$ cat config.mk
export PLATFORM = sky130hd
export DESIGN_NAME = ialc_top
export DESIGN_NICKNAME = d
export VERILOG_FILES = /design/src/ialc_pkg.sv /design/src/ialc_tick_timer.sv /design/src/ialc_top.sv
export SDC_FILE = /design/constraint.sdc
export NUM_CORES = 1
export LEC_CHECK = 0
export ABC_AREA = 1
export BUFFER_PORTS_ARGS = -buffer_cell sky130_fd_sc_hd__buf_4
export CAP_MARGIN = 30
export CORE_ASPECT_RATIO = 1.4
export CORE_MARGIN = 8
export CORE_UTILIZATION = 60
export CTS_BUF_LIST = sky130_fd_sc_hd__clkbuf_8
export DETAILED_ROUTE_END_ITERATION = 16
export PLACE_DENSITY = 0.78
export SLEW_MARGIN = 20
export SYNTH_ARGS = -nofsm -noshare
export SYNTH_HDL_FRONTEND = slang
export SYNTH_SLANG_ARGS = --single-unit
$ cat constraint.sdc
create_clock -name core_clk -period 6.55 [get_ports core_clk]
set_input_delay 0.655 -clock core_clk [delete_from_list [all_inputs] [get_ports core_clk]]
set_output_delay 0.655 -clock core_clk [all_outputs]
set_load 0.02 [all_outputs]
$ cat src/ialc_pkg.sv
// ialc_pkg: register map, field layout, timing constants, types and
// shared helper functions of the input level controller.
// assumes a 25 MHz core clock and signed 24-bit decimated samples.
package ialc_pkg;

	// ---------------------------------------------
	// register offsets
	// ---------------------------------------------
	localparam logic [6:0] ADDR_LIMITS = 7'h20;
	localparam logic [6:0] ADDR_TARGET = 7'h21;
	localparam logic [6:0] ADDR_MODE   = 7'h22;
	localparam logic [6:0] ADDR_NGATE  = 7'h23;
	localparam logic [6:0] ADDR_GAIN   = 7'h2D;

	// field positions
	localparam int EN_BIT    = 8;
	localparam int ZC_BIT    = 8;
	localparam int LIM_BIT   = 8;
	localparam int NG_EN_BIT = 3;
	localparam int MAX_LSB   = 3;
	localparam int HOLD_LSB  = 4;
	localparam int DCY_LSB   = 4;

	// values after reset
	localparam logic [8:0] RST_LIMITS = 9'h038;
	localparam logic [8:0] RST_TARGET = 9'h00B;
	localparam logic [8:0] RST_MODE   = 9'h032;
	localparam logic [8:0] RST_NGATE  = 9'h000;
	localparam logic [5:0] RST_GAIN   = 6'h10;

	// ---------------------------------------------
	// timing
	// ---------------------------------------------
	localparam int CLK_HZ        = 25_000_000;
	localparam int US_PER_S      = 1_000_000;
	localparam int CYC_PER_US    = CLK_HZ / US_PER_S;
	localparam int US_PER_MS     = 1000;
	localparam int ATK_NORM_US   = 125;
	localparam int ATK_LIM_US    = 31;
	localparam int DCY_NORM_US   = 500;
	localparam int DCY_LIM_US    = 125;
	localparam int HOLD_UNIT_MS  = 1;
	localparam int HOLD_UNIT_US  = HOLD_UNIT_MS * US_PER_MS;
	localparam int ZC_TIMEOUT_MS = 250;
	localparam logic [3:0] MAX_RATE_CODE = 4'hA;

	// ---------------------------------------------
	// levels, in 0.75 dB units where signed
	// ---------------------------------------------
	localparam logic [22:0] CLIP_LEVEL       = 23'h700000;
	localparam int          PEAK_DECAY_SHIFT = 12;
	localparam logic signed [9:0] GAIN_ZERO_Q = 10'sh010;
	localparam logic signed [9:0] FS_Q        = 10'sh0B0;
	localparam logic signed [9:0] NG_BASE_Q   = -10'sh034;

	typedef struct packed {
		logic               vld;
		logic signed [23:0] data;
	} ialc_sample_t;

	typedef struct packed {
		logic       en;
		logic       lim;
		logic       zc;
		logic       ng_en;
		logic [2:0] ng_thr;
		logic [2:0] min;
		logic [2:0] max;
		logic [3:0] tgt;
		logic [3:0] hold;
		logic [3:0] atk;
		logic [3:0] dcy;
	} ialc_cfg_t;

	// peak level (top 12 bits) for target index; index 0 is lowest-1.5 dB
	function automatic logic [11:0] lvl_thr(input logic [4:0] idx);
		case (idx)
			5'h00: return 12'h082;
			5'h01: return 12'h09A;
			5'h02: return 12'h0B7;
			5'h03: return 12'h0D9;
			5'h04: return 12'h102;
			5'h05: return 12'h133;
			5'h06: return 12'h16D;
			5'h07: return 12'h1B2;
			5'h08: return 12'h204;
			5'h09: return 12'h265;
			5'h0A: return 12'h2D8;
			5'h0B: return 12'h362;
			5'h0C: return 12'h405;
			5'h0D: return 12'h4C7;
			5'h0E: return 12'h5AD;
			5'h0F: return 12'h6BF;
			default: return 12'h805;
		endcase
	endfunction

	// doubling interval in microseconds, code clamped to the last step
	function automatic logic [19:0] rate_us(input int base, input logic [3:0] code);
		logic [3:0] c;
		c = (code > MAX_RATE_CODE) ? MAX_RATE_CODE : code;
		return 20'(base) << c;
	endfunction

	// index of the highest set bit, zero for zero
	function automatic logic [4:0] msb_pos(input logic [22:0] v);
		logic [4:0] p;
		p = 5'h00;
		for (int i = 0; i < 23; i++)
			if (v[i])
				p = 5'(i);
		return p;
	endfunction

endpackage

$ cat src/ialc_tick_timer.sv
// ialc_tick_timer: interval timer paced by a microsecond enable,
// pulses fire for one cycle at the end of every period.
// assumes us_tick is a one-cycle enable from the same clock.
`timescale 1ns/1ps
module ialc_tick_timer (
	// clock and reset
	input  wire logic        core_clk,
	input  wire logic        arst_n,
	// control
	input  wire logic        run,
	input  wire logic        us_tick,
	input  wire logic [19:0] period_us,
	// event
	output logic             fire
);
	logic [19:0] cnt_ff;
	logic        fire_ff;

	// a stopped timer restarts from zero so each period is whole
	always_ff @(posedge core_clk or negedge arst_n) begin
		if (!arst_n) begin
			cnt_ff  <= 20'h00000;
			fire_ff <= 1'b0;
		end else if (!run) begin
			cnt_ff  <= 20'h00000;
			fire_ff <= 1'b0;
		end else if (us_tick) begin
			if (cnt_ff + 20'h00001 >= period_us) begin
				cnt_ff  <= 20'h00000;
				fire_ff <= 1'b1;
			end else begin
				cnt_ff  <= cnt_ff + 20'h00001;
				fire_ff <= 1'b0;
			end
		end else begin
			fire_ff <= 1'b0;
		end
	end

	assign fire = fire_ff;
endmodule

$ cat src/ialc_top.sv
// ialc_top: automatic level control for the input gain stage,
// driven by the decimated sample stream and a register port.
// assumes samples and register strobes are on core_clk.
// Operation
// - samples are signed 1.23 decimator output
// - peak loads larger magnitude, otherwise decays
// - control runs only while enable bit set
// - mode bit picks normal or limiter
// - disabled: gain held, changed by manual write
// - enabled: controller drives six-bit gain field
// - floor code maps -12 to 30 dB
// - ceiling code maps -6.75 to 35.25 dB
// - gain kept within limits, manual ignored
// - target field spans -28.5 to -6 dB
// - above target lowers, below target raises
// - hold time delays gain increase, normal mode
// - attack rate per mode, doubling per step
// - decay rate per mode, doubling per step
// - ticks skipped when peak disagrees with direction
// - limiter ceiling is gain at limiter start
// - near full scale, fastest attack always
// - noise gate holds gain instead of raising
// - noise gate only in enabled normal mode
// - gate flag when input-referred level below threshold
// - zero-cross gating of updates while enabled
// - zero-cross timeout applies gain after 0.25s
`timescale 1ns/1ps
module ialc_top #(
	parameter int ZC_TIMEOUT_US = ialc_pkg::ZC_TIMEOUT_MS * ialc_pkg::US_PER_MS
) (
	// clock and reset
	input  wire logic                   core_clk,
	input  wire logic                   arst_n,
	// decimated sample stream
	input  wire ialc_pkg::ialc_sample_t sample_in,
	input  wire logic [5:0]             mic_boost_gain,
	// register port
	input  wire logic                   reg_wr_en,
	input  wire logic                   reg_rd_en,
	input  wire logic [6:0]             reg_addr,
	input  wire logic [8:0]             reg_wr_data,
	output logic [8:0]                  reg_rd_data,
	// gain stage
	output logic [5:0]                  amp_gain_value,
	output logic                        noise_gate_flag
);
	// ---------------------------------------------
	// register file
	// ---------------------------------------------
	logic [8:0] limits_ff;
	logic [8:0] target_ff;
	logic [8:0] mode_ff;
	logic [8:0] ngate_ff;
	logic [8:0] rd_ff;
	logic       wr_limits;
	logic       wr_target;
	logic       wr_mode;
	logic       wr_ngate;
	logic       man_wr;
	ialc_pkg::ialc_cfg_t cfg;

	// write decode
	always_comb begin
		wr_limits = 1'b0;
		wr_target = 1'b0;
		wr_mode   = 1'b0;
		wr_ngate  = 1'b0;
		man_wr    = 1'b0;
		if (reg_wr_en && reg_addr == ialc_pkg::ADDR_LIMITS)
			wr_limits = 1'b1;
		else if (reg_wr_en && reg_addr == ialc_pkg::ADDR_TARGET)
			wr_target = 1'b1;
		else if (reg_wr_en && reg_addr == ialc_pkg::ADDR_MODE)
			wr_mode = 1'b1;
		else if (reg_wr_en && reg_addr == ialc_pkg::ADDR_NGATE)
			wr_ngate = 1'b1;
		else if (reg_wr_en && reg_addr == ialc_pkg::ADDR_GAIN)
			man_wr = 1'b1;
	end

	// configuration storage
	always_ff @(posedge core_clk or negedge arst_n) begin
		if (!arst_n) begin
			limits_ff <= ialc_pkg::RST_LIMITS;
			target_ff <= ialc_pkg::RST_TARGET;
			mode_ff   <= ialc_pkg::RST_MODE;
			ngate_ff  <= ialc_pkg::RST_NGATE;
		end else begin
			if (wr_limits)
				limits_ff <= reg_wr_data;
			if (wr_target)
				target_ff <= reg_wr_data;
			if (wr_mode)
				mode_ff <= reg_wr_data;
			if (wr_ngate)
				ngate_ff <= {5'h00, reg_wr_data[3:0]};
		end
	end

	// field split
	always_comb begin
		cfg.en     = limits_ff[ialc_pkg::EN_BIT];
		cfg.lim    = mode_ff[ialc_pkg::LIM_BIT];
		cfg.zc     = target_ff[ialc_pkg::ZC_BIT];
		cfg.ng_en  = ngate_ff[ialc_pkg::NG_EN_BIT];
		cfg.ng_thr = ngate_ff[2:0];
		cfg.min    = limits_ff[2:0];
		cfg.max    = limits_ff[ialc_pkg::MAX_LSB +: 3];
		cfg.tgt    = target_ff[3:0];
		cfg.hold   = target_ff[ialc_pkg::HOLD_LSB +: 4];
		cfg.atk    = mode_ff[3:0];
		cfg.dcy    = mode_ff[ialc_pkg::DCY_LSB +: 4];
	end

	// read port; the gain address shows the applied gain
	always_ff @(posedge core_clk or negedge arst_n) begin
		if (!arst_n)
			rd_ff <= 9'h000;
		else if (!reg_rd_en)
			rd_ff <= rd_ff;
		else if (reg_addr == ialc_pkg::ADDR_LIMITS)
			rd_ff <= limits_ff;
		else if (reg_addr == ialc_pkg::ADDR_TARGET)
			rd_ff <= target_ff;
		else if (reg_addr == ialc_pkg::ADDR_MODE)
			rd_ff <= mode_ff;
		else if (reg_addr == ialc_pkg::ADDR_NGATE)
			rd_ff <= ngate_ff;
		else if (reg_addr == ialc_pkg::ADDR_GAIN)
			rd_ff <= {3'h0, amp_gain_value};
		else
			rd_ff <= 9'h000;
	end
	assign reg_rd_data = rd_ff;

	// ---------------------------------------------
	// microsecond enable
	// ---------------------------------------------
	logic [4:0] us_cnt_ff;
	logic       us_tick_ff;

	// all rate timers share this enable instead of a second clock
	always_ff @(posedge core_clk or negedge arst_n) begin
		if (!arst_n) begin
			us_cnt_ff  <= 5'h00;
			us_tick_ff <= 1'b0;
		end else if (us_cnt_ff == 5'(ialc_pkg::CYC_PER_US - 1)) begin
			us_cnt_ff  <= 5'h00;
			us_tick_ff <= 1'b1;
		end else begin
			us_cnt_ff  <= us_cnt_ff + 5'h01;
			us_tick_ff <= 1'b0;
		end
	end

	// ---------------------------------------------
	// peak detector and comparisons
	// ---------------------------------------------
	logic [22:0] mag;
	logic [22:0] peak_ff;
	logic        sign_ff;
	logic        zc_evt;
	logic        above_tgt;
	logic        above_lo;
	logic        clip_ff;

	// magnitude of a 1.23 sample; the most negative code saturates
	always_comb begin
		if (!sample_in.data[23])
			mag = sample_in.data[22:0];
		else if (sample_in.data[22:0] == 23'h000000)
			mag = 23'h7FFFFF;
		else
			mag = 23'(-sample_in.data[22:0]);
	end

	// load on a larger sample, otherwise decay once per sample
	always_ff @(posedge core_clk or negedge arst_n) begin
		if (!arst_n)
			peak_ff <= 23'h000000;
		else if (sample_in.vld && mag > peak_ff)
			peak_ff <= mag;
		else if (sample_in.vld)
			peak_ff <= peak_ff - (peak_ff >> ialc_pkg::PEAK_DECAY_SHIFT);
	end

	// sign history for zero-crossing detection
	always_ff @(posedge core_clk or negedge arst_n) begin
		if (!arst_n)
			sign_ff <= 1'b0;
		else if (sample_in.vld)
			sign_ff <= sample_in.data[23];
	end
	assign zc_evt = sample_in.vld && (sample_in.data[23] != sign_ff);

	// target window on the top 12 bits of the peak
	assign above_tgt = peak_ff[22:11] > ialc_pkg::lvl_thr({1'b0, cfg.tgt} + 5'h01);
	assign above_lo  = peak_ff[22:11] > ialc_pkg::lvl_thr({1'b0, cfg.tgt});

	// emergency flag, released once a sample falls back under the level
	always_ff @(posedge core_clk or negedge arst_n) begin
		if (!arst_n)
			clip_ff <= 1'b0;
		else if (sample_in.vld)
			clip_ff <= mag > ialc_pkg::CLIP_LEVEL;
	end

	// ---------------------------------------------
	// noise gate
	// ---------------------------------------------
	logic signed [9:0] sig_q;
	logic signed [9:0] thr_q;
	logic              gate_ff;
	logic              gate_act;

	// input-referred level in 0.75 dB units, 6 dB per peak bit
	always_comb begin
		sig_q = $signed({2'b00, ialc_pkg::msb_pos(peak_ff), 3'b000}) - ialc_pkg::FS_Q;
		sig_q = sig_q - ($signed({4'h0, amp_gain_value}) - ialc_pkg::GAIN_ZERO_Q);
		sig_q = sig_q - $signed({4'h0, mic_boost_gain});
		thr_q = ialc_pkg::NG_BASE_Q - $signed({4'h0, cfg.ng_thr, 3'b000});
	end

	always_ff @(posedge core_clk or negedge arst_n) begin
		if (!arst_n)
			gate_ff <= 1'b0;
		else if (sample_in.vld)
			gate_ff <= sig_q < thr_q;
	end
	assign noise_gate_flag = gate_ff;
	assign gate_act = cfg.en && !cfg.lim && cfg.ng_en && gate_ff;

	// ---------------------------------------------
	// rate timers
	// ---------------------------------------------
	logic [19:0] atk_per;
	logic [19:0] dcy_per;
	logic [19:0] hold_per;
	logic        atk_fire;
	logic        dcy_fire;
	logic        hold_fire;
	logic        hold_ok_ff;
	logic        hold_ok;
	logic        zc_fire;
	logic [5:0]  ctrl_ff;

	// limiter runs faster tables; clipping forces the first attack step
	always_comb begin
		atk_per  = ialc_pkg::rate_us(cfg.lim ? ialc_pkg::ATK_LIM_US : ialc_pkg::ATK_NORM_US,
			clip_ff ? 4'h0 : cfg.atk);
		dcy_per  = ialc_pkg::rate_us(cfg.lim ? ialc_pkg::DCY_LIM_US : ialc_pkg::DCY_NORM_US,
			cfg.dcy);
		hold_per = ialc_pkg::rate_us(ialc_pkg::HOLD_UNIT_US, cfg.hold - 4'h1);
	end

	ialc_tick_timer u_atk (
		.core_clk  (core_clk),
		.arst_n    (arst_n),
		.run       (cfg.en),
		.us_tick   (us_tick_ff),
		.period_us (atk_per),
		.fire      (atk_fire)
	);

	ialc_tick_timer u_dcy (
		.core_clk  (core_clk),
		.arst_n    (arst_n),
		.run       (cfg.en),
		.us_tick   (us_tick_ff),
		.period_us (dcy_per),
		.fire      (dcy_fire)
	);

	ialc_tick_timer u_hold (
		.core_clk  (core_clk),
		.arst_n    (arst_n),
		.run       (cfg.en && !cfg.lim && !above_lo && !hold_ok_ff),
		.us_tick   (us_tick_ff),
		.period_us (hold_per),
		.fire      (hold_fire)
	);

	ialc_tick_timer u_zc (
		.core_clk  (core_clk),
		.arst_n    (arst_n),
		.run       (cfg.en && cfg.zc && ctrl_ff != amp_gain_value),
		.us_tick   (us_tick_ff),
		.period_us (20'(ZC_TIMEOUT_US)),
		.fire      (zc_fire)
	);

	// hold window restarts whenever the envelope returns to range
	always_ff @(posedge core_clk or negedge arst_n) begin
		if (!arst_n)
			hold_ok_ff <= 1'b0;
		else if (!cfg.en || above_lo)
			hold_ok_ff <= 1'b0;
		else if (hold_fire)
			hold_ok_ff <= 1'b1;
	end
	assign hold_ok = cfg.lim || cfg.hold == 4'h0 || hold_ok_ff;

	// ---------------------------------------------
	// gain control
	// ---------------------------------------------
	logic [5:0] floor_gain;
	logic [5:0] ceiling_gain;
	logic [5:0] ceil_eff;
	logic [5:0] lim_ceil_ff;
	logic       lim_prev_ff;
	logic       lim_act;

	assign lim_act      = cfg.en && cfg.lim;
	assign floor_gain   = {cfg.min, 3'b000};
	// on the entry cycle the captured ceiling is not loaded yet, so use the live gain
	assign ceiling_gain = !lim_act ? {cfg.max, 3'b111} : (lim_prev_ff ? lim_ceil_ff : ctrl_ff);
	// a floor above the ceiling wins, so the gain never oscillates
	assign ceil_eff     = (ceiling_gain < floor_gain) ? floor_gain : ceiling_gain;

	// capture the limiter ceiling on entry to limiter operation
	always_ff @(posedge core_clk or negedge arst_n) begin
		if (!arst_n) begin
			lim_prev_ff <= 1'b0;
			lim_ceil_ff <= ialc_pkg::RST_GAIN;
		end else begin
			lim_prev_ff <= lim_act;
			if (lim_act && !lim_prev_ff)
				lim_ceil_ff <= ctrl_ff;
		end
	end

	// one code step per tick; clamps first, then attack before decay
	always_ff @(posedge core_clk or negedge arst_n) begin
		if (!arst_n)
			ctrl_ff <= ialc_pkg::RST_GAIN;
		else if (!cfg.en) begin
			if (man_wr)
				ctrl_ff <= reg_wr_data[5:0];
		end else if (ctrl_ff < floor_gain)
			ctrl_ff <= floor_gain;
		else if (ctrl_ff > ceil_eff)
			ctrl_ff <= ceil_eff;
		else if (atk_fire && (clip_ff || above_tgt) && ctrl_ff > floor_gain)
			ctrl_ff <= ctrl_ff - 6'h01;
		else if (dcy_fire && !clip_ff && !above_lo && hold_ok && !gate_act && ctrl_ff < ceil_eff)
			ctrl_ff <= ctrl_ff + 6'h01;
	end

	// applied gain waits for a zero crossing or the timeout when gated
	always_ff @(posedge core_clk or negedge arst_n) begin
		if (!arst_n)
			amp_gain_value <= ialc_pkg::RST_GAIN;
		else if (!cfg.en || !cfg.zc)
			amp_gain_value <= ctrl_ff;
		else if (zc_evt || zc_fire)
			amp_gain_value <= ctrl_ff;
	end
endmodule

After elaboration in Yosys (flattened, before gate mapping). Memories as Yosys holds them, arrays and structs flattened. Index checks and enable logic that the tools add are counted. Widths: inputs -> output; s select.

$add $sub $neg: 16. Multiply operators: 0. Divide/modulo/power cells: 0. Order comparisons: 17. Eq/ne operators: 12. Shift operators: 3. Mux-type cells: 92. Bitwise gates (word level): 0. Reduce and logical (&&, ||, !) cells: 44.

Operators by type and width (count): $mux 20 (12); $mux 5 (22); $mux 23 (4); $add 20x1->20 const B (4); $mux 6 (13); $ge 20x20->1 (3); $mux 9 (4); $eq 7x6->1 const B (5); $mux 1 (31); $gt 12x12->1 (2); $gt 23x23->1 (1); $gt 23x23->1 const B (1); $logic_and 1x1->1 (23); $logic_not 23->1 (1); $neg 23->23 (1); $sub 23x11->23 (1); $ge 20x18->1 const B (1); $shl 10x4->20 const A (1); $shl 7x4->20 (1); $shl 9x4->20 (1); $lt 6x6->1 (3); $mux 4 (4); $gt 4x4->1 const B (3); $gt 6x6->1 (2); 24 further kinds (40).

Bits in registers: 176. Bits in latches: 0. RAM bits: 0. Bits in read-only memories: 352. Memories: 2.

Memory list: (no name shown) (depth 16, bits a word 11, rd ports 1, clocked after Yosys merged registers in 0, wr ports 0, RTL line ialc_pkg.sv:77) `case (idx)`; (no name shown) (depth 16, bits a word 11, rd ports 1, clocked after Yosys merged registers in 0, wr ports 0, RTL line ialc_pkg.sv:77).

Logic depth before layout (Yosys ltp). Gate-level depths: netlist (run 1).

Word-level depth: 26. Mapped depth: 35. Depth with buffers taken out: 35.

Modules after synthesis. From an unflattened synthesis (run 1), not the netlist that was laid out.

Cell total of the unflattened synthesis: 2642. Area, all modules: 17834.6 µm².

Modules (own cells, without submodules): ialc_top (times used 1, cells each 1386, area each 9391.5 µm², sequential area each 2317.2 µm²); ialc_tick_timer (times used 4, cells each 314, area each 2110.8 µm², sequential area each 525.5 µm²).

Worst setup path after synthesis (run 1). Ideal clock, no wire load.

Kind: reg-to-reg. Start point: reg target_ff[0]. End point: reg ctrl_ff[5]. Library setup time: 0.116 ns. Data arrival time: 4.139 ns. Path slack: 2.294 ns. Stages on the path, launching flop included: 32. Path buffers: 2. Cell sequence: dfstp_2 > clkbuf_1 > inv_1 > o21ai_0 > nand2_1 > inv_1 > clkbuf_1 > nor2_1 > o21ai_0 > nand3_1 > ha_1 > a21oi_1 > o21ai_0 > a21oi_1 > o211ai_1 > o41ai_1 > nand2_1 > nand2_1 > inv_1 > ha_1 > a21oi_1 > nand2_1 > a21oi_1 > o21bai_1 > xor2_1 > inv_1 > nand2_1 > nand3_1 > nand2_1 > nand2_1 > nand2_1 > nand2_1.

Cells in the longest elaborated chain, start to end: 11. Elaborated cells between the ends (all ways): 20. Classes of those cells: add/sub (1); order compare (2); eq/ne (1); mux (5); reduce/logical (9); memory (2).

Ends and longest elaborated chain: start: declaration (RTL line ialc_top.sv:51) `logic [8:0] target_ff;`; start signal: assignment (RTL line ialc_top.sv:85) `target_ff <= ialc_pkg::RST_TARGET;`; start signal: assignment (RTL line ialc_top.sv:92) `target_ff <= reg_wr_data;`; $add 4x1->5 (RTL line ialc_top.sv:197) `assign above_tgt = peak_ff[22:11] > ialc_pkg::lvl_thr({1'b0, cfg.tgt} + 5'h01);`; $mem_v2 16x11; $mux 12 (RTL line ialc_pkg.sv:77); $gt 12x12->1 (RTL line ialc_top.sv:197); $logic_or 1x1->1 (RTL line ialc_top.sv:343) `else if (atk_fire && (clip_ff || above_tgt) && ctrl_ff > floor_gain)`; $logic_and 1x1->1 (2 in series) (RTL line ialc_top.sv:343); $mux 6 (RTL line ialc_top.sv:343); $mux 6 (RTL line ialc_top.sv:341) `else if (ctrl_ff > ceil_eff)`; $mux 6 (RTL line ialc_top.sv:339) `end else if (ctrl_ff < floor_gain)`; $mux 6 (RTL line ialc_top.sv:336) `else if (!cfg.en) begin`; end signal: assignment (RTL line ialc_top.sv:340) `ctrl_ff <= floor_gain;`; end signal: assignment (RTL line ialc_top.sv:342) `ctrl_ff <= ceil_eff;`; end signal: assignment (RTL line ialc_top.sv:344) `ctrl_ff <= ctrl_ff - 6'h01;`; end: declaration (RTL line ialc_top.sv:245) `logic [5:0] ctrl_ff;`.

Several ways; a longest one is shown, not always the timed one. A chain may end at the register's enable or synchronous reset.

Final worst setup path (run 1). Same ends and word-level chain as after synthesis.

==> flow_metrics.tcl, run 1 <==
set metrics [dict create \
    ctsHtreeMaxLevel 4 \
    antenna_found_initial 0 \
    cp-start-kind "flip-flop" \
    timing.slew.headroom_pct 35.4 \
    grt_pass1_vias 14694 \
    power_frac_seq_pct 29.0 \
    p_per_area_nw_per_um2 307 \
    die_area_sq_um 31000 \
    grt_pass1_wl_microns 69000 \
    fin_util_pct 65.6 \
    synth-edff-count 0 \
    ys.flop_type "dfrtp_1" \
    clock_power_share_pct 15.4 \
    cts_tree "yes" \
    drtIter0Drc 923 \
    cts-root-buf "clkbuf_8" \
    crit_path_top_delay_cell "o41ai_1" \
    vias 14569 \
    synth.largest_area_cell "dfrtp_1" \
    grt_use_total_pct 27.5 \
    n_antenna_cell 0 \
    synth.distinct_cells 60 \
    clock_latency_ns 0.49 \
    p_leak_nw 8.27 \
    area_delta_synth_final_pct 8.03 \
    power_mw 5.09 \
    layout_setup_ws_ns 1.57 \
    status "finished clean" \
    path_max_fanout 12 \
    worst-setup-path-type "reg2reg" \
    place_congestion 0.955 \
    vias_per_cell 5.80 \
    hold_viol_final 0 \
    ys_seq_area_share_pct 28.8 \
    ys_warn_count 0 \
    dp_hpwl_microns 32600 \
    firstDrtPassIters 6 \
    post_cts_buffers 0 \
    p_sw_share_pct 47.3 \
    rrSetupSlack_ns 1.57 \
    synth_seq_cells 176 \
    max_stage_delay_ns 0.67 \
    final.min_clock_period_ns 4.98 \
    tns_ns 0 \
    die_h_microns 205 \
    drcViolationCount 0 \
    combPwrFrac_pct 55.7 \
    boundaryPins 67 \
    path_clk_slew_ns 0.11 \
    final_common_cell "nand2_1" \
    rsz0062_at_grt "no" \
    cp-end-kind "flip-flop" \
    rows 69 \
    cts.path.max_buffers 2 \
    grt_max_degree 73 \
    routed_wl_microns 41500 \
    port_buffers 66 \
    setup_viol 0 \
    tightest_slew_ns 0.962 \
    final_nets 2405 \
    clock_sinks 176 \
    power_switching_mw 2.41 \
    overflow 0 \
    synth_area_leaders "dfrtp_1 (27%), ha_1 (14%), nand2_1 (10%), inv_1 (8.4%), o21ai_0 (5.9%)" \
    cp_top_family "simple AND/OR/NAND/NOR gates" \
    hold_buffers 0 \
    syn_area_sq_um 15400 \
    placedInstanceArea_sq_um 16200 \
    routedWlPerCell_microns 16.5 \
    period_share_pct 76.0 \
    min_path_type "in2async" \
    numCtsBuffers 17 \
    ir_drop_mv 0.410 \
    final_area_sq_um 16600 \
    crit_buf_inv 5 \
    post_cts_resized 0 \
    async_flop_share_pct 100 \
    slew_violations 0 \
    max_cap_violations 0 \
    syn_area_per_cell_sq_um 7.21 \
    fmax_mhz 201 \
    start_util_pct 60.7 \
    critPathArrivalTime_ns 5.37 \
    skew_ns 0.0179 \
    synthDominantCellAreaShare_pct 26.7 \
    place_ws_ns 1.63 \
    antenna_left 0 \
    syn_inst 2128 \
    cpMostUsedCell "nand2_1" \
    fp.dieW_microns 151 \
    drive_above_1_share_pct 7.93 \
    internal_power_mw 2.69 \
    mostFrequentLayoutCells "nand2_1 (417), inv_1 (345), nor2_1 (186)" \
    cp.required_ns 6.94 \
    placeableCoreArea_sq_um 25300 \
]
-- per-layer routing --
| metal | wire length, microns | share of wire (%) | up-vias | GRT usage (%) |
|---|---|---|---|---|
| li1 | - | - | 7183 | - |
| met1 | 15800 | 38 | 6814 | 29.8 |
| met2 | 21800 | 53 | 438 | 50.7 |
| met3 | 1950 | 4.7 | 134 | 3.54 |
| met4 | 1910 | 4.6 | 0 | 14.1 |
| met5 | 0 | 0 | - | 0 |
-- final cells by class --
type / count / area (sq um)
multi-input combinational: 1562 / 9450
fill: 2241 / 8710
sequential: 176 / 4420
inverter: 349 / 1310
timing repair buffer: 75 / 614
tap: 319 / 399
clock buffer: 17 / 234
clock inverter: 15 / 160
-- power groups by stage --
stage	clock network (mW)	registers, mW	logic [mW]
2_1_floorplan	0	1.40	2.13
3_3_place_gp	0	1.49	2.73
3_5_place_dp	0	1.49	2.81
4_1_cts	0.799	1.47	2.83
5_1_grt	0.843	1.49	3.27
6_report	0.783	1.47	2.83
-- stage by stage --
step	std cells	hold WS (ns)
after floorplan	2131	0.359
after global placement	2477	0.459
after detailed placement	2479	0.462
after CTS	2511	0.0709
after global routing	2513	0.0873
final	2513	0.0866
-- final timing paths --
check | start | to | cells after the start
hold / removal | arst_n | peak_ff[21]$_DFFE_PN0P_ | 1
hold reg to reg | lim_ceil_ff[4]$_DFFE_PN1P_ | lim_ceil_ff[4]$_DFFE_PN1P_ | 2
max in group asynchronous | arst_n | mode_ff[1]$_DFFE_PN1P_ | 3
setup reg to reg | target_ff[0]$_DFFE_PN1P_ | ctrl_ff[5]$_DFFE_PN0P_ | 28
setup / recovery | target_ff[0]$_DFFE_PN1P_ | ctrl_ff[5]$_DFFE_PN0P_ | 28
min in group core_clk | lim_ceil_ff[4]$_DFFE_PN1P_ | lim_ceil_ff[4]$_DFFE_PN1P_ | 2
-- cells by family (layout without fill, tap and decap cells) --
logic type / count (synthesis) / count (layout) / synth area share (%)
AO/OA/AOI/OAI: 446 / 446 / 16.9
AND/OR/NAND/NOR: 829 / 829 / 23.6
other: 1 / 4 / 0.0244
multiplexers: 9 / 9 / 0.725
flip-flops: 176 / 176 / 28.8
XOR/XNOR: 101 / 101 / 5.81
buffers and inverters: 393 / 456 / 9.75
adder cells (fa/ha/maj): 173 / 173 / 14.4
-- cell usage after synthesis, types with 3 or more instances --
| cell type | n |
|---|---|
| o41ai_1 | 3 |
| o221ai_1 | 6 |
| clkbuf_1 | 38 |
| o211ai_1 | 13 |
| nand3_4 | 3 |
| o21ai_2 | 9 |
| dfrtp_1 | 164 |
| nand2_2 | 4 |
| or2_2 | 9 |
| clkinv_1 | 3 |
| nor3_1 | 41 |
| o21ai_0 | 182 |
| o22ai_1 | 54 |
| a211oi_1 | 16 |
| dfstp_2 | 12 |
| ha_1 | 167 |
| nand2_1 | 417 |
| nand3_1 | 105 |
| nor2_1 | 186 |
| mux2_2 | 7 |
| a31oi_1 | 9 |
| nor4_2 | 4 |
| nand4_1 | 31 |
| a221oi_1 | 7 |
| a21oi_1 | 101 |
| xnor2_1 | 17 |
| nor2_4 | 5 |
| inv_1 | 344 |
| nor4_1 | 10 |
| o21ai_1 | 6 |
| a22oi_1 | 15 |
| buf_1 | 3 |
| xor2_1 | 83 |
| fa_1 | 6 |
| o21a_1 | 7 |
| a21boi_0 | 4 |
| o21bai_1 | 5 |
| nor3_2 | 3 |
-- registers in the layout, summed over array words and instances, names as in the netlist, 9 cells and up --
signal         count
peak_ff           23
u_atk.cnt_ff      20
u_hold.cnt_ff     20
reg_rd_data        9
u_dcy.cnt_ff      20
u_zc.cnt_ff       20
target_ff          9
limits_ff          9
mode_ff            9
(Power assumes the default switching activity.)
==> inputs of run 2 (changes only) <==
--- a/config.mk
+++ b/config.mk
@@ -10,10 +10,10 @@
 export CAP_MARGIN = 30
 export CORE_ASPECT_RATIO = 1.4
 export CORE_MARGIN = 8
-export CORE_UTILIZATION = 60
+export CORE_UTILIZATION = 59
 export CTS_BUF_LIST = sky130_fd_sc_hd__clkbuf_8
 export DETAILED_ROUTE_END_ITERATION = 16
-export PLACE_DENSITY = 0.78
+export PLACE_DENSITY = 0.8
 export SLEW_MARGIN = 20
 export SYNTH_ARGS = -nofsm -noshare
 export SYNTH_HDL_FRONTEND = slang
==> constraint.sdc (replaced) <==
create_clock -name core_clk -period 4.25 [get_ports core_clk]
set_input_delay 0.425 -clock core_clk [delete_from_list [all_inputs] [get_ports core_clk]]
set_output_delay 0.425 -clock core_clk [all_outputs]
set_load 0.02 [all_outputs]
==> run 2 against run 1 <==
Against the previous run: clock skew grew 0.0070 ns; via count grew 2.1%; worst hold slack improved by 0.17 ns; clock power grew 53%; first-iteration DRC count up 14%; die area is 1.5% higher; critical path depth down 1; global-route usage decreased by 1.6 points; design area is 3.4% higher.
==> flow_metrics.tcl, run 2 (synthesized netlist as in run 1, its figures left out) <==
set metrics [dict create \
    path_max_fanout 7 \
    fp.dieW_microns 152 \
    slew_violations 0 \
    port_buffers 66 \
    grt_pass1_vias 14529 \
    cts_tree "yes" \
    largest_register "peak_ff" \
    routedWlPerCell_microns 16.1 \
    grt_max_degree 78 \
    cpMostUsedCell "nand2_1" \
    numCtsBuffers 17 \
    final_nets 2452 \
    cp-start-kind "flip-flop" \
    max_stage_delay_ns 0.61 \
    rows 70 \
    period_share_pct 99.5 \
    vias_per_cell 5.80 \
    ir_drop_mv 0.368 \
    overflow 0 \
    timing.slew.headroom_pct 41.4 \
    cp_top_family "adder cells" \
    hold_viol_final 0 \
    grt_use_total_pct 25.9 \
    final.min_clock_period_ns 4.23 \
    power_switching_mw 3.85 \
    path_clk_slew_ns 0.10 \
    drtIter0Drc 1053 \
    p_sw_share_pct 47.1 \
    antenna_found_initial 0 \
    whs_ns 0.259 \
    dp_hpwl_microns 31800 \
    clock_power_share_pct 14.7 \
    drive_above_1_share_pct 11.9 \
    p_leak_nw 8.51 \
    rsz0062_at_grt "yes" \
    place_congestion 0.953 \
    antenna_left 0 \
    p_per_area_nw_per_um2 477 \
    clock_sinks 176 \
    area_delta_synth_final_pct 11.7 \
    routed_wl_microns 41200 \
    die_area_sq_um 31500 \
    start_util_pct 59.4 \
    firstDrtPassIters 5 \
    fmax_mhz 236 \
    placeableCoreArea_sq_um 25800 \
    place_inst 2519 \
    largest_reg_flops 23 \
    max_cap_violations 0 \
    n_antenna_cell 0 \
    placedInstanceArea_sq_um 16400 \
    final_common_cell "nand2_1" \
    rrSetupSlack_ns 0.02 \
    fin_util_pct 66.3 \
    cts.path.max_buffers 2 \
    status "finished clean" \
    skew_ns 0.0248 \
    power_frac_seq_pct 27.2 \
    setup_viol 0 \
    internal_power_mw 4.33 \
    worst-setup-path-type "reg2reg" \
    ctsHtreeMaxLevel 4 \
    min_path_type "in2reg" \
    drcViolationCount 0 \
    layout.cells.non_filler 2565 \
    critPathArrivalTime_ns 4.60 \
    mostFrequentLayoutCells "nand2_1 (409), inv_1 (338), nor2_1 (182)" \
    combPwrFrac_pct 58.2 \
    tightest_slew_ns 0.871 \
    cp-end-kind "flip-flop" \
    crit_path_top_delay_cell "dfstp_2" \
    crit_buf_inv 5 \
    clock_latency_ns 0.50 \
    grt_pass1_wl_microns 67500 \
    final_area_sq_um 17100 \
    power_mw 8.18 \
    vias 14882 \
    die_h_microns 207 \
    boundaryPins 67 \
    cts-root-buf "clkbuf_8" \
    cp.required_ns 4.62 \
]
-- run 2: power groups by stage --
stage               logic, mW  clock network, mW  registers, mW
floorplan                3.28                  0           2.16
global placement         4.29                  0           2.23
detailed placement       4.46                  0           2.24
CTS                      4.50               1.22           2.21
global route             5.43               1.27           2.24
finish                   4.76               1.20           2.22
-- run 2: worst reg2reg max path, delay by kind of cell, from the launching register on --
| kind | cells | cell delay [ns] |
|---|---|---|
| adders and majority gates | 4 | 1.01 |
| and+or+nand+nor | 12 | 0.97 |
| AOI/OAI and AO/OA | 5 | 0.84 |
| DFF | 1 | 0.61 |
| buffers and inverters | 5 | 0.49 |
| xor gates and xnor gates | 1 | 0.20 |
-- run 2: layout make-up --
type | count | area [sq um]
multi-input cells | 1562 | 9650
fillers | 2265 | 8700
flip-flops and latches | 176 | 4420
inverters | 349 | 1320
repair buffers | 122 | 961
well taps | 324 | 405
clock buffers | 17 | 234
clock inverters | 15 | 151
-- run 2: final timing paths --
path                                              end                  startpoint  cells past startpoint
max in group asynchronous    target_ff[4]$_DFFE_PN0P_                      arst_n                      3
max                            ctrl_ff[5]$_DFFE_PN0P_    target_ff[0]$_DFFE_PN1P_                     27
min                          limits_ff[8]$_DFFE_PN0P_              reg_wr_data[8]                      3
min in group asynchronous      peak_ff[3]$_DFFE_PN0P_                      arst_n                      2
max reg2reg                    ctrl_ff[5]$_DFFE_PN0P_    target_ff[0]$_DFFE_PN1P_                     27
min reg2reg                lim_ceil_ff[4]$_DFFE_PN1P_  lim_ceil_ff[4]$_DFFE_PN1P_                      2
-- run 2: through the flow --
stage | TNS (ns) | setup WS, ns
after floorplan | 0 | 0.0892
after global placement | -0.0331 | -0.0331
after detailed placement | -0.0875 | -0.0875
after CTS | 0 | 0.00218
after global routing | -0.398 | -0.221
final | 0 | 0.0199
-- run 2: timing repair --
item / 4_1_cts / 5_1_grt
resized for setup: 1 / 60
pin swaps: 0 / 22
buffers inserted: 0 / 11
hold endpoints to repair: 49 / 0
endpoints found under the setup margin: 1 / 25
hold buffers: 1 / 0
-- run 2: layer usage --
layer,global-route usage (%),routed length [microns],vias to the layer above,part of all wire (%)
met3,3.50,1720,131,4.2
met5,0,0,-,0
met4,14.8,1970,0,4.8
met1,28.0,16500,7014,40
li1,-,-,7274,-
met2,48.2,21000,463,51
